===== config.mk =====
export PLATFORM = sky130hd
export DESIGN_NAME = module_status_word_reporter
export DESIGN_NICKNAME = d
export VERILOG_FILES = /design/src/status_word_pkg.sv /design/src/status_code_eval.sv /design/src/module_status_word_reporter.sv
export VERILOG_INCLUDE_DIRS = /design/src
export SDC_FILE = /design/constraint.sdc
export NUM_CORES = 1
export LEC_CHECK = 0
export ABC_AREA = 0
export ABC_CLOCK_PERIOD_IN_PS = 3000
export BUFFER_PORTS_ARGS = -buffer_cell sky130_fd_sc_hd__buf_4
export CAP_MARGIN = 20
export CORE_MARGIN = 8
export CORE_UTILIZATION = 50
export CTS_BUF_LIST = sky130_fd_sc_hd__clkbuf_4 sky130_fd_sc_hd__clkbuf_8 sky130_fd_sc_hd__clkbuf_16
export CTS_CLUSTER_DIAMETER = 100
export DETAILED_ROUTE_END_ITERATION = 7
export GPL_ROUTABILITY_DRIVEN = 0
export PLACE_DENSITY_LB_ADDON = 0.05
export SETUP_SLACK_MARGIN = 0.02
export SLEW_MARGIN = 5
export SYNTH_ARGS = -nofsm -noshare
export SYNTH_HDL_FRONTEND = slang
export SYNTH_SLANG_ARGS = --single-unit

===== constraint.sdc =====
create_clock -name sys_clk -period 3 [get_ports sys_clk]
set_input_delay 0.15 -clock sys_clk [delete_from_list [all_inputs] [get_ports sys_clk]]
set_output_delay 0.15 -clock sys_clk [all_outputs]
set_load 0.005 [all_outputs]

===== src/status_word_params.svh =====
// Purpose: constants for the module status word reporter
// Assumes: sys_clk at 250 MHz
// Notes:   bit positions, codes, ranges and timing counts
// Behaviour
// RULE1 - set acknowledge bit 15 on responding; clear when host drops transmit bit
// RULE2 - refuse new commands while acknowledge is high; host waits for zero
// RULE3 - toggle heartbeat bit 14 every 50 ms, a 10 Hz square wave
// RULE4 - bit 13 reads zero as reference master, one as follower
// RULE5 - bit 12 set after power-on tests and reset; cleared by first valid command
// RULE6 - bit 11 high only in calibration mode
// RULE7 - bit 10 high only in configuration mode
// RULE8 - bit 9 high only in setup mode
// RULE9 - bit 8 high only in alignment mode
// RULE10 - bit 7 high only in measurement mode
// RULE11 - bits 6, 5 and 4 always read zero
// RULE12 - bits 3 to 0 carry the programming error code, zero is none
// RULE13 - code 1 for malformed, disallowed, bad password or repeated command
// RULE14 - code 1 for save-parameters command 16#800E while command error shown
// RULE15 - code 1 for single-turn setup with no channel selected
// RULE16 - code 1 for preset on bad channel or channel 2 use in dual mode
// RULE17 - code 1 for dual alignment while single-configured or any channel faulted
// RULE18 - code 1 for save-offset bit without any apply-preset bit
// RULE19 - code 2 on flash save failure, both indicators red, held until power cycle
// RULE20 - code 3 when reference voltage outside 800 to 12000 mV
// RULE21 - code 4 when reference frequency outside 400 to 10000 Hz
// RULE22 - code 5 when winding ratio outside 10 to 300 hundredths
// RULE23 - status word format and position fixed at input word 0 in every mode
// RULE24 - codes 12 to 15 reserved, never reported
// RULE25 - error code held until the next evaluated command replaces it
// RULE26 - exactly one mode flag asserted once self tests finish
`ifndef STATUS_WORD_PARAMS_SVH
`define STATUS_WORD_PARAMS_SVH
`define ACK_BIT         15
`define BEAT_BIT        14
`define FOLLOW_BIT      13
`define INIT_BIT        12
`define CAL_BIT         11
`define CFG_BIT         10
`define SETUP_BIT       9
`define ALIGN_BIT       8
`define MEAS_BIT        7
`define STATUS_WORD_IDX 0
`define STATUS_RESET    16'h0000
`define CMD_SAVE_PARAMS 16'h800E
`define CODE_NONE       4'h0
`define CODE_CMD        4'h1
`define CODE_PERSIST    4'h2
`define CODE_REFV       4'h3
`define CODE_REFF       4'h4
`define CODE_RATIO      4'h5
`define CODE_MAX        4'hB
`define REFV_MIN        16'h0320
`define REFV_MAX        16'h2EE0
`define REFF_MIN        16'h0190
`define REFF_MAX        16'h2710
`define RATIO_MIN       16'h000A
`define RATIO_MAX       16'h012C
`define CLK_MHZ         250
`define BEAT_MS         50
`define BEAT_CYCLES     (`BEAT_MS * 1000 * `CLK_MHZ)
`endif


===== src/status_word_pkg.sv =====
// Purpose: types for the module status word reporter
// Assumes: nothing
// Notes:   no constants here, see the params header
`default_nettype none
package status_word_pkg;
  typedef enum logic [2:0] {
    MODE_CAL   = 3'h0,
    MODE_CFG   = 3'h1,
    MODE_SETUP = 3'h2,
    MODE_ALIGN = 3'h3,
    MODE_MEAS  = 3'h4
  } mode_e;

  typedef struct packed {
    logic        malformed;
    logic        notAllowed;
    logic        badPassword;
    logic        singleTurnNoChan;
    logic        presetBadChan;
    logic        chan2DualUse;
    logic        alignDualSingle;
    logic        alignFaulted;
    logic        offsetNoPreset;
    logic        paramsValid;
    logic [15:0] refVoltMv;
    logic [15:0] refFreqHz;
    logic [15:0] windingRatio;
  } cmd_check_s;
endpackage
`default_nettype wire


===== src/status_code_eval.sv =====
// Purpose: combines the checks of one command into an error code, registered
// Assumes: checks are stable while evalStb is high
// Notes:   priority: command error, then parameter ranges in code order
`include "status_word_params.svh"
`default_nettype none
module status_code_eval (
  input  wire logic                      sys_clk,
  input  wire logic                      srst,
  input  wire logic                      evalStb,
  input  wire logic [15:0]               cmdWord,
  input  wire logic                      repeatCmd,
  input  wire logic                      errShown,
  input  wire status_word_pkg::cmd_check_s chk,
  output logic      [3:0]                code_ff
);
  logic [3:0] nxt_code;
  logic       cmdErr;

  always_comb begin
    cmdErr = chk.malformed | chk.notAllowed | chk.badPassword | repeatCmd; // RULE13
    cmdErr = cmdErr | ((cmdWord == `CMD_SAVE_PARAMS) & errShown); // RULE14
    cmdErr = cmdErr | chk.singleTurnNoChan; // RULE15
    cmdErr = cmdErr | chk.presetBadChan | chk.chan2DualUse; // RULE16
    cmdErr = cmdErr | chk.alignDualSingle | chk.alignFaulted; // RULE17
    cmdErr = cmdErr | chk.offsetNoPreset; // RULE18
    nxt_code = `CODE_NONE;
    if (cmdErr) begin
      nxt_code = `CODE_CMD;
    end else if (chk.paramsValid &&
                 (chk.refVoltMv < `REFV_MIN || chk.refVoltMv > `REFV_MAX)) begin
      nxt_code = `CODE_REFV; // RULE20
    end else if (chk.paramsValid &&
                 (chk.refFreqHz < `REFF_MIN || chk.refFreqHz > `REFF_MAX)) begin
      nxt_code = `CODE_REFF; // RULE21
    end else if (chk.paramsValid &&
                 (chk.windingRatio < `RATIO_MIN || chk.windingRatio > `RATIO_MAX)) begin
      nxt_code = `CODE_RATIO; // RULE22
    end
  end

  always_ff @(posedge sys_clk) begin
    if (srst) begin
      code_ff <= `CODE_NONE;
    end else if (evalStb) begin
      code_ff <= nxt_code; // RULE25
    end
  end
endmodule
`default_nettype wire


===== src/module_status_word_reporter.sv =====
// Purpose: builds the 16-bit module state word read as network input word 0
// Assumes: command inputs come from logic on sys_clk; follower strap is a pin
// Notes:   persist failure is sticky until srst, standing in for a power cycle
`include "status_word_params.svh"
`default_nettype none
module module_status_word_reporter #(
  parameter int unsigned BEAT_CYCLES = `BEAT_CYCLES
) (
  input  wire logic                        sys_clk,
  input  wire logic                        srst,
  input  wire logic                        selfTestDone,
  input  wire logic                        followerPin,
  input  wire logic                        cmdXmit,
  input  wire logic [15:0]                 cmdWord,
  input  wire status_word_pkg::mode_e      modeReq,
  input  wire logic                        modeReqValid,
  input  wire status_word_pkg::cmd_check_s cmdChk,
  input  wire logic                        persistFail,
  output logic      [15:0]                 moduleStateWord_ff,
  output logic                             cmdAccept_ff,
  output logic                             ledsRed_ff
);
  logic [31:0]                 beatCnt_ff;
  logic                        beat_ff;
  logic [2:0]                  followSync_ff;
  logic                        follower_ff;
  logic                        ack_ff;
  logic                        xmitPrev_ff;
  logic                        init_ff;
  logic                        ready_ff;
  status_word_pkg::mode_e      mode_ff;
  logic [15:0]                 lastCmd_ff;
  logic                        lastOk_ff;
  logic                        persistFail_ff;
  logic                        evalStb;
  logic                        evalStb_ff;
  logic [3:0]                  evalCode;
  logic [3:0]                  codeShown;
  logic                        repeatCmd;
  logic                        cmdOk;
  logic [15:0]                 nxt_word;

  // a new command is the rising transmit bit, seen only with ack low
  assign evalStb   = cmdXmit & ~xmitPrev_ff & ~ack_ff & ready_ff; // RULE2
  assign repeatCmd = lastOk_ff & (cmdWord == lastCmd_ff);

  status_code_eval u_eval (
    .sys_clk   (sys_clk),
    .srst      (srst),
    .evalStb   (evalStb),
    .cmdWord   (cmdWord),
    .repeatCmd (repeatCmd),
    .errShown  (codeShown == `CODE_CMD),
    .chk       (cmdChk),
    .code_ff   (evalCode)
  );

  always_ff @(posedge sys_clk) begin
    if (srst) begin
      beatCnt_ff <= 32'h0000_0000;
      beat_ff    <= 1'b0;
    end else if (beatCnt_ff == BEAT_CYCLES - 1) begin
      beatCnt_ff <= 32'h0000_0000;
      beat_ff    <= ~beat_ff; // RULE3
    end else begin
      beatCnt_ff <= beatCnt_ff + 32'h0000_0001;
    end
  end

  // three stages; the first is read only by the second
  always_ff @(posedge sys_clk) begin
    if (srst) begin
      followSync_ff <= 3'h0;
      follower_ff   <= 1'b0;
    end else begin
      followSync_ff <= {followSync_ff[1:0], followerPin};
      if (followSync_ff[2] == followSync_ff[1]) begin
        follower_ff <= followSync_ff[2]; // RULE4
      end
    end
  end

  always_ff @(posedge sys_clk) begin
    if (srst) begin
      xmitPrev_ff <= 1'b0;
      ack_ff      <= 1'b0;
    end else begin
      xmitPrev_ff <= cmdXmit;
      if (!cmdXmit) begin
        ack_ff <= 1'b0; // RULE1
      end else if (evalStb_ff) begin
        ack_ff <= 1'b1; // RULE1
      end
    end
  end

  always_ff @(posedge sys_clk) begin
    if (srst) begin
      evalStb_ff <= 1'b0;
      cmdOk      <= 1'b0;
    end else begin
      evalStb_ff <= evalStb;
      cmdOk      <= evalStb;
    end
  end

  // acceptance is known one cycle after the strobe, when the code is registered
  always_ff @(posedge sys_clk) begin
    if (srst) begin
      ready_ff  <= 1'b0;
      init_ff   <= 1'b0;
      lastCmd_ff <= 16'h0000;
      lastOk_ff <= 1'b0;
    end else begin
      if (selfTestDone && !ready_ff) begin
        ready_ff <= 1'b1;
        init_ff  <= 1'b1; // RULE5
      end else if (cmdOk && evalCode == `CODE_NONE) begin
        init_ff <= 1'b0; // RULE5
      end
      if (evalStb) begin
        lastCmd_ff <= cmdWord;
      end
      if (cmdOk) begin
        lastOk_ff <= (evalCode == `CODE_NONE);
      end
    end
  end

  always_ff @(posedge sys_clk) begin
    if (srst) begin
      mode_ff <= status_word_pkg::MODE_MEAS;
    end else if (cmdOk && evalCode == `CODE_NONE && modeReqValid) begin
      case (modeReq)
        status_word_pkg::MODE_CAL,
        status_word_pkg::MODE_CFG,
        status_word_pkg::MODE_SETUP,
        status_word_pkg::MODE_ALIGN,
        status_word_pkg::MODE_MEAS: begin
          mode_ff <= modeReq; // RULE26
        end
        default: begin
          mode_ff <= mode_ff;
        end
      endcase
    end
  end

  always_ff @(posedge sys_clk) begin
    if (srst) begin
      persistFail_ff <= 1'b0;
      ledsRed_ff     <= 1'b0;
    end else if (persistFail) begin
      persistFail_ff <= 1'b1; // RULE19
      ledsRed_ff     <= 1'b1; // RULE19
    end
  end

  // persist failure overrides; reserved codes are clamped out
  always_comb begin
    if (persistFail_ff) begin
      codeShown = `CODE_PERSIST; // RULE19
    end else if (evalCode > `CODE_MAX) begin
      codeShown = `CODE_NONE; // RULE24
    end else begin
      codeShown = evalCode;
    end
  end

  always_comb begin
    nxt_word              = `STATUS_RESET;
    nxt_word[`ACK_BIT]    = ack_ff;
    nxt_word[`BEAT_BIT]   = beat_ff;
    nxt_word[`FOLLOW_BIT] = follower_ff;
    nxt_word[`INIT_BIT]   = init_ff;
    // mode flags only after self tests, so none show during power-up
    nxt_word[`CAL_BIT]    = ready_ff & (mode_ff == status_word_pkg::MODE_CAL); // RULE6
    nxt_word[`CFG_BIT]    = ready_ff & (mode_ff == status_word_pkg::MODE_CFG); // RULE7
    nxt_word[`SETUP_BIT]  = ready_ff & (mode_ff == status_word_pkg::MODE_SETUP); // RULE8
    nxt_word[`ALIGN_BIT]  = ready_ff & (mode_ff == status_word_pkg::MODE_ALIGN); // RULE9
    nxt_word[`MEAS_BIT]   = ready_ff & (mode_ff == status_word_pkg::MODE_MEAS); // RULE10
    nxt_word[6:4]         = 3'h0; // RULE11
    nxt_word[3:0]         = codeShown; // RULE12
  end

  always_ff @(posedge sys_clk) begin
    if (srst) begin
      moduleStateWord_ff <= `STATUS_RESET;
      cmdAccept_ff       <= 1'b0;
    end else begin
      moduleStateWord_ff <= nxt_word; // RULE23
      // a sticky persist failure shows code 2, so nothing counts as accepted then
      cmdAccept_ff       <= cmdOk & (evalCode == `CODE_NONE) & ~persistFail_ff;
    end
  end
endmodule
`default_nettype wire


==> flow_summary.json <==
{
  "drtIter0Drc": 70,
  "dp_hpwl_um": 6110,
  "critPathRequiredTime_ns": 3.23,
  "synth_warnings": 0,
  "portBuffers": 97,
  "avgSynthCellArea_um2": 8.75,
  "setup_violations": 0,
  "fin_crit_ns": 2.28,
  "dr_total_vias": 2972,
  "clock_skew_ns": 0.0128,
  "hold_violations": 0,
  "drtAntennaViolNets": 0,
  "placed_area_mm2": 0.00419,
  "worstSkewPairLatency_ns": 0.35,
  "overflow": 0,
  "start_kind": "register",
  "ys_ff_latch": 79,
  "slowest_delay_ns": 0.37,
  "slew_headroom_pct": 45.8,
  "nNetsFinal": 574,
  "final_cells": 574,
  "clockBufferDepth": 2,
  "tightest_slew_ns": 0.809,
  "ys_types": 50,
  "core_area_mm2": 0.00672,
  "drive_above_1_share_pct": 24.5,
  "grt_pass1_wl_um": 13400,
  "drv_slew": 0,
  "finalInstanceArea_mm2": 0.00442,
  "antennaDiodeCount": 0,
  "endpoint_kind": "register",
  "switching_share_pct": 24.0,
  "vdd_drop_max_v": 0.000340,
  "cts_tree": "done",
  "leakagePower_nw": 1.78,
  "drt-pass1-iter-count": 4,
  "power_mw": 2.11,
  "drc": 0,
  "vias_per_cell": 5.18,
  "syn-cell-area_mm2": 0.00343,
  "synth_area_leaders": "dfxtp_1 (46%), xnor2_1 (6.6%), nor2_1 (6.0%)",
  "wire_per_inst_um": 14.1,
  "pwr-share-comb_pct": 9.4,
  "p_int_mw": 1.61,
  "seqPwrFrac_pct": 51.4,
  "antenna_found_initial": 0,
  "place_inst": 556,
  "die_w_um": 98.8,
  "pwr-share-clk_pct": 39.2,
  "hp-class": "in -> reg",
  "routed_wl_um": 8070,
  "tns_ns": 0,
  "clock-sinks": 79,
  "p_sw_uw": 508,
  "synthDominantCellAreaShare_pct": 46.1,
  "h-tree-depth": 3,
  "power_density_mw_per_mm2": 478,
  "synth_cells": 392,
  "max_freq_mhz": 439,
  "clk_pin_slew_worst_paths_ns": 0.09,
  "cts_buffers": 9,
  "crit_arrival_ns": 2.51,
  "cpMaxStageDelayCell": "dfxtp_1",
  "maxCapViolCount": 0,
  "ys_seq_area_share_pct": 46.1,
  "path_cells": "ha_1 > nand3_1 > nor4_1 > and3_1 > and4_1 > or2_1 > buf_4 > nor2_1",
  "yosys.area.top_type": "dfxtp_1",
  "postCtsResizedCells": 0,
  "fin_crit_sh_pct": 75.9,
  "area_growth_pct": 28.9,
  "grt.total_usage_pct": 16.6,
  "status": "finished clean",
  "rsz0062_at_grt": "no",
  "grt_pass1_vias": 3038,
  "worstSetupPathType": "reg -> reg",
  "rows": 30,
  "cp_max_fo": 19,
  "dieArea_mm2": 0.00976,
  "io_pins": 102,
  "fillers": 579,
  "grt_max_degree": 47,
  "cts-root-buf": "clkbuf_8",
  "start_util_pct": 51.0,
  "die_h_um": 98.8
}
## final timing paths
path,startpoint,endpoint,slack (ns),depth (start not counted)
worst min-delay path,followerPin,followSync_ff[0]$_SDFF_PP0_,0.04,2
worst max register to register,beatCnt_ff[0]$_SDFF_PP0_,beatCnt_ff[30]$_SDFF_PP0_,0.72,8
worst min register to register,followSync_ff[0]$_SDFF_PP0_,followSync_ff[1]$_SDFF_PP0_,0.45,1
worst max-delay path,beatCnt_ff[0]$_SDFF_PP0_,beatCnt_ff[30]$_SDFF_PP0_,0.72,8
## through the flow
| step | utilization, % | setup WS (ns) | hold WS (ns) |
|---|---|---|---|
| final | 65.8 | 0.723 | 0.0362 |
| after global placement | 62.3 | 0.792 | 0.353 |
| after global routing | 65.8 | 0.424 | 0.0513 |
| after detailed placement | 62.3 | 0.695 | 0.363 |
| after floorplan | - | 1.23 | 0.266 |
| after CTS | 65.8 | 0.706 | 0.0170 |
## cell families after synthesis
family          after synthesis  synth area share, %
other cells                   1                0.109
compound gates               42                 7.59
simple gates                199                 30.0
mux                           2                0.584
xor+xnor                     46                 11.8
flops                        79                 46.1
fa+ha+maj                     1                0.365
buf+inv                      22                 3.43
## worst max-delay path, delay by kind of cell (launching register included)
| family | cells | cell delay [ns] |
|---|---|---|
| flip-flops | 1 | 0.37 |
| buffers and inverters | 1 | 0.32 |
| AND/OR/NAND/NOR | 6 | 1.29 |
| adder cells (fa/ha/maj) | 1 | 0.19 |
## cells in the final DEF, fill, tap and decap left out, types with 7 or more instances in the layout
cell type / netlist / routed
buf_4: 9 / 99
dfxtp_1: 79 / 79
nor2_1: 55 / 55
nand2_1: 51 / 51
xnor2_1: 26 / 26
a21oi_1: 21 / 21
xor2_1: 20 / 20
nand3_1: 15 / 15
nand4_1: 14 / 14
nor3_1: 11 / 11
clkbuf_8: 0 / 10
nor2b_1: 9 / 9
nor4_1: 7 / 7
## flip-flops by register name, summed over array words and instances, names as in the netlist, 3 cells and up
register and count:
beatCnt_ff 32, followSync_ff 3, lastCmd_ff 16, mode_ff 3
moduleStateWord_ff 12, u_eval.code_ff 3
## area by class of cell
class                      instances  area [µm²]  area share (%)
inverter                           4        15.0           0.340
multi-input combinational        294        1750            39.5
sequential                        79        1580            35.8
clock inverter                     6        75.1            1.70
clock buffer                      10         138            3.11
tap                               80         100            2.27
timing repair buffer             101         763            17.3
## power by group through the flow
stage / clock (mW) / sequential, mW / combinational (mW)
2_1_floorplan: 0 / 1.11 / 0.0849
3_3_place_gp: 0 / 1.11 / 0.193
3_5_place_dp: 0 / 1.11 / 0.197
4_1_cts: 0.852 / 1.09 / 0.200
5_1_grt: 0.891 / 1.09 / 0.219
6_report: 0.829 / 1.09 / 0.199
## Yosys cell counts (all sizes together)
cell	count
dfxtp	79
nor2	56
nand2	51
xnor2	26
a21oi	21
xor2	20
nand3	15
nand4	15
nor3	12
buf	11
nor2b	9
and4	7
clkbuf	7
nor4	7
and3	6
o21ai	6
nor3b	5
inv	4
a311oi	3
or4	3
a211oi	2
and2	2
mux2i	2
nand3b	2
nor4bb	2
o311ai	2
or2	2
a211o	1
a311o	1
a31oi	1
conb	1
ha	1
nand2b	1
nand4b	1
nand4bb	1
nor4b	1
o211ai	1
o21a	1
o311a	1
o31ai	1
o41ai	1
or4b	1
## timing repair
action	in CTS	in global routing
setup buffers	0	0
hold buffers	2	0
endpoints found under the hold margin	2	0
## layer usage
metal	global-route usage [%]	vias up	wire length, µm
li1	-	1542	-
met1	18.4	1357	3410
met2	29.3	60	4140
met3	4.72	13	376
met4	6.14	0	139
met5	0	-	0
Note: power is estimated with default switching activity, not from simulation.
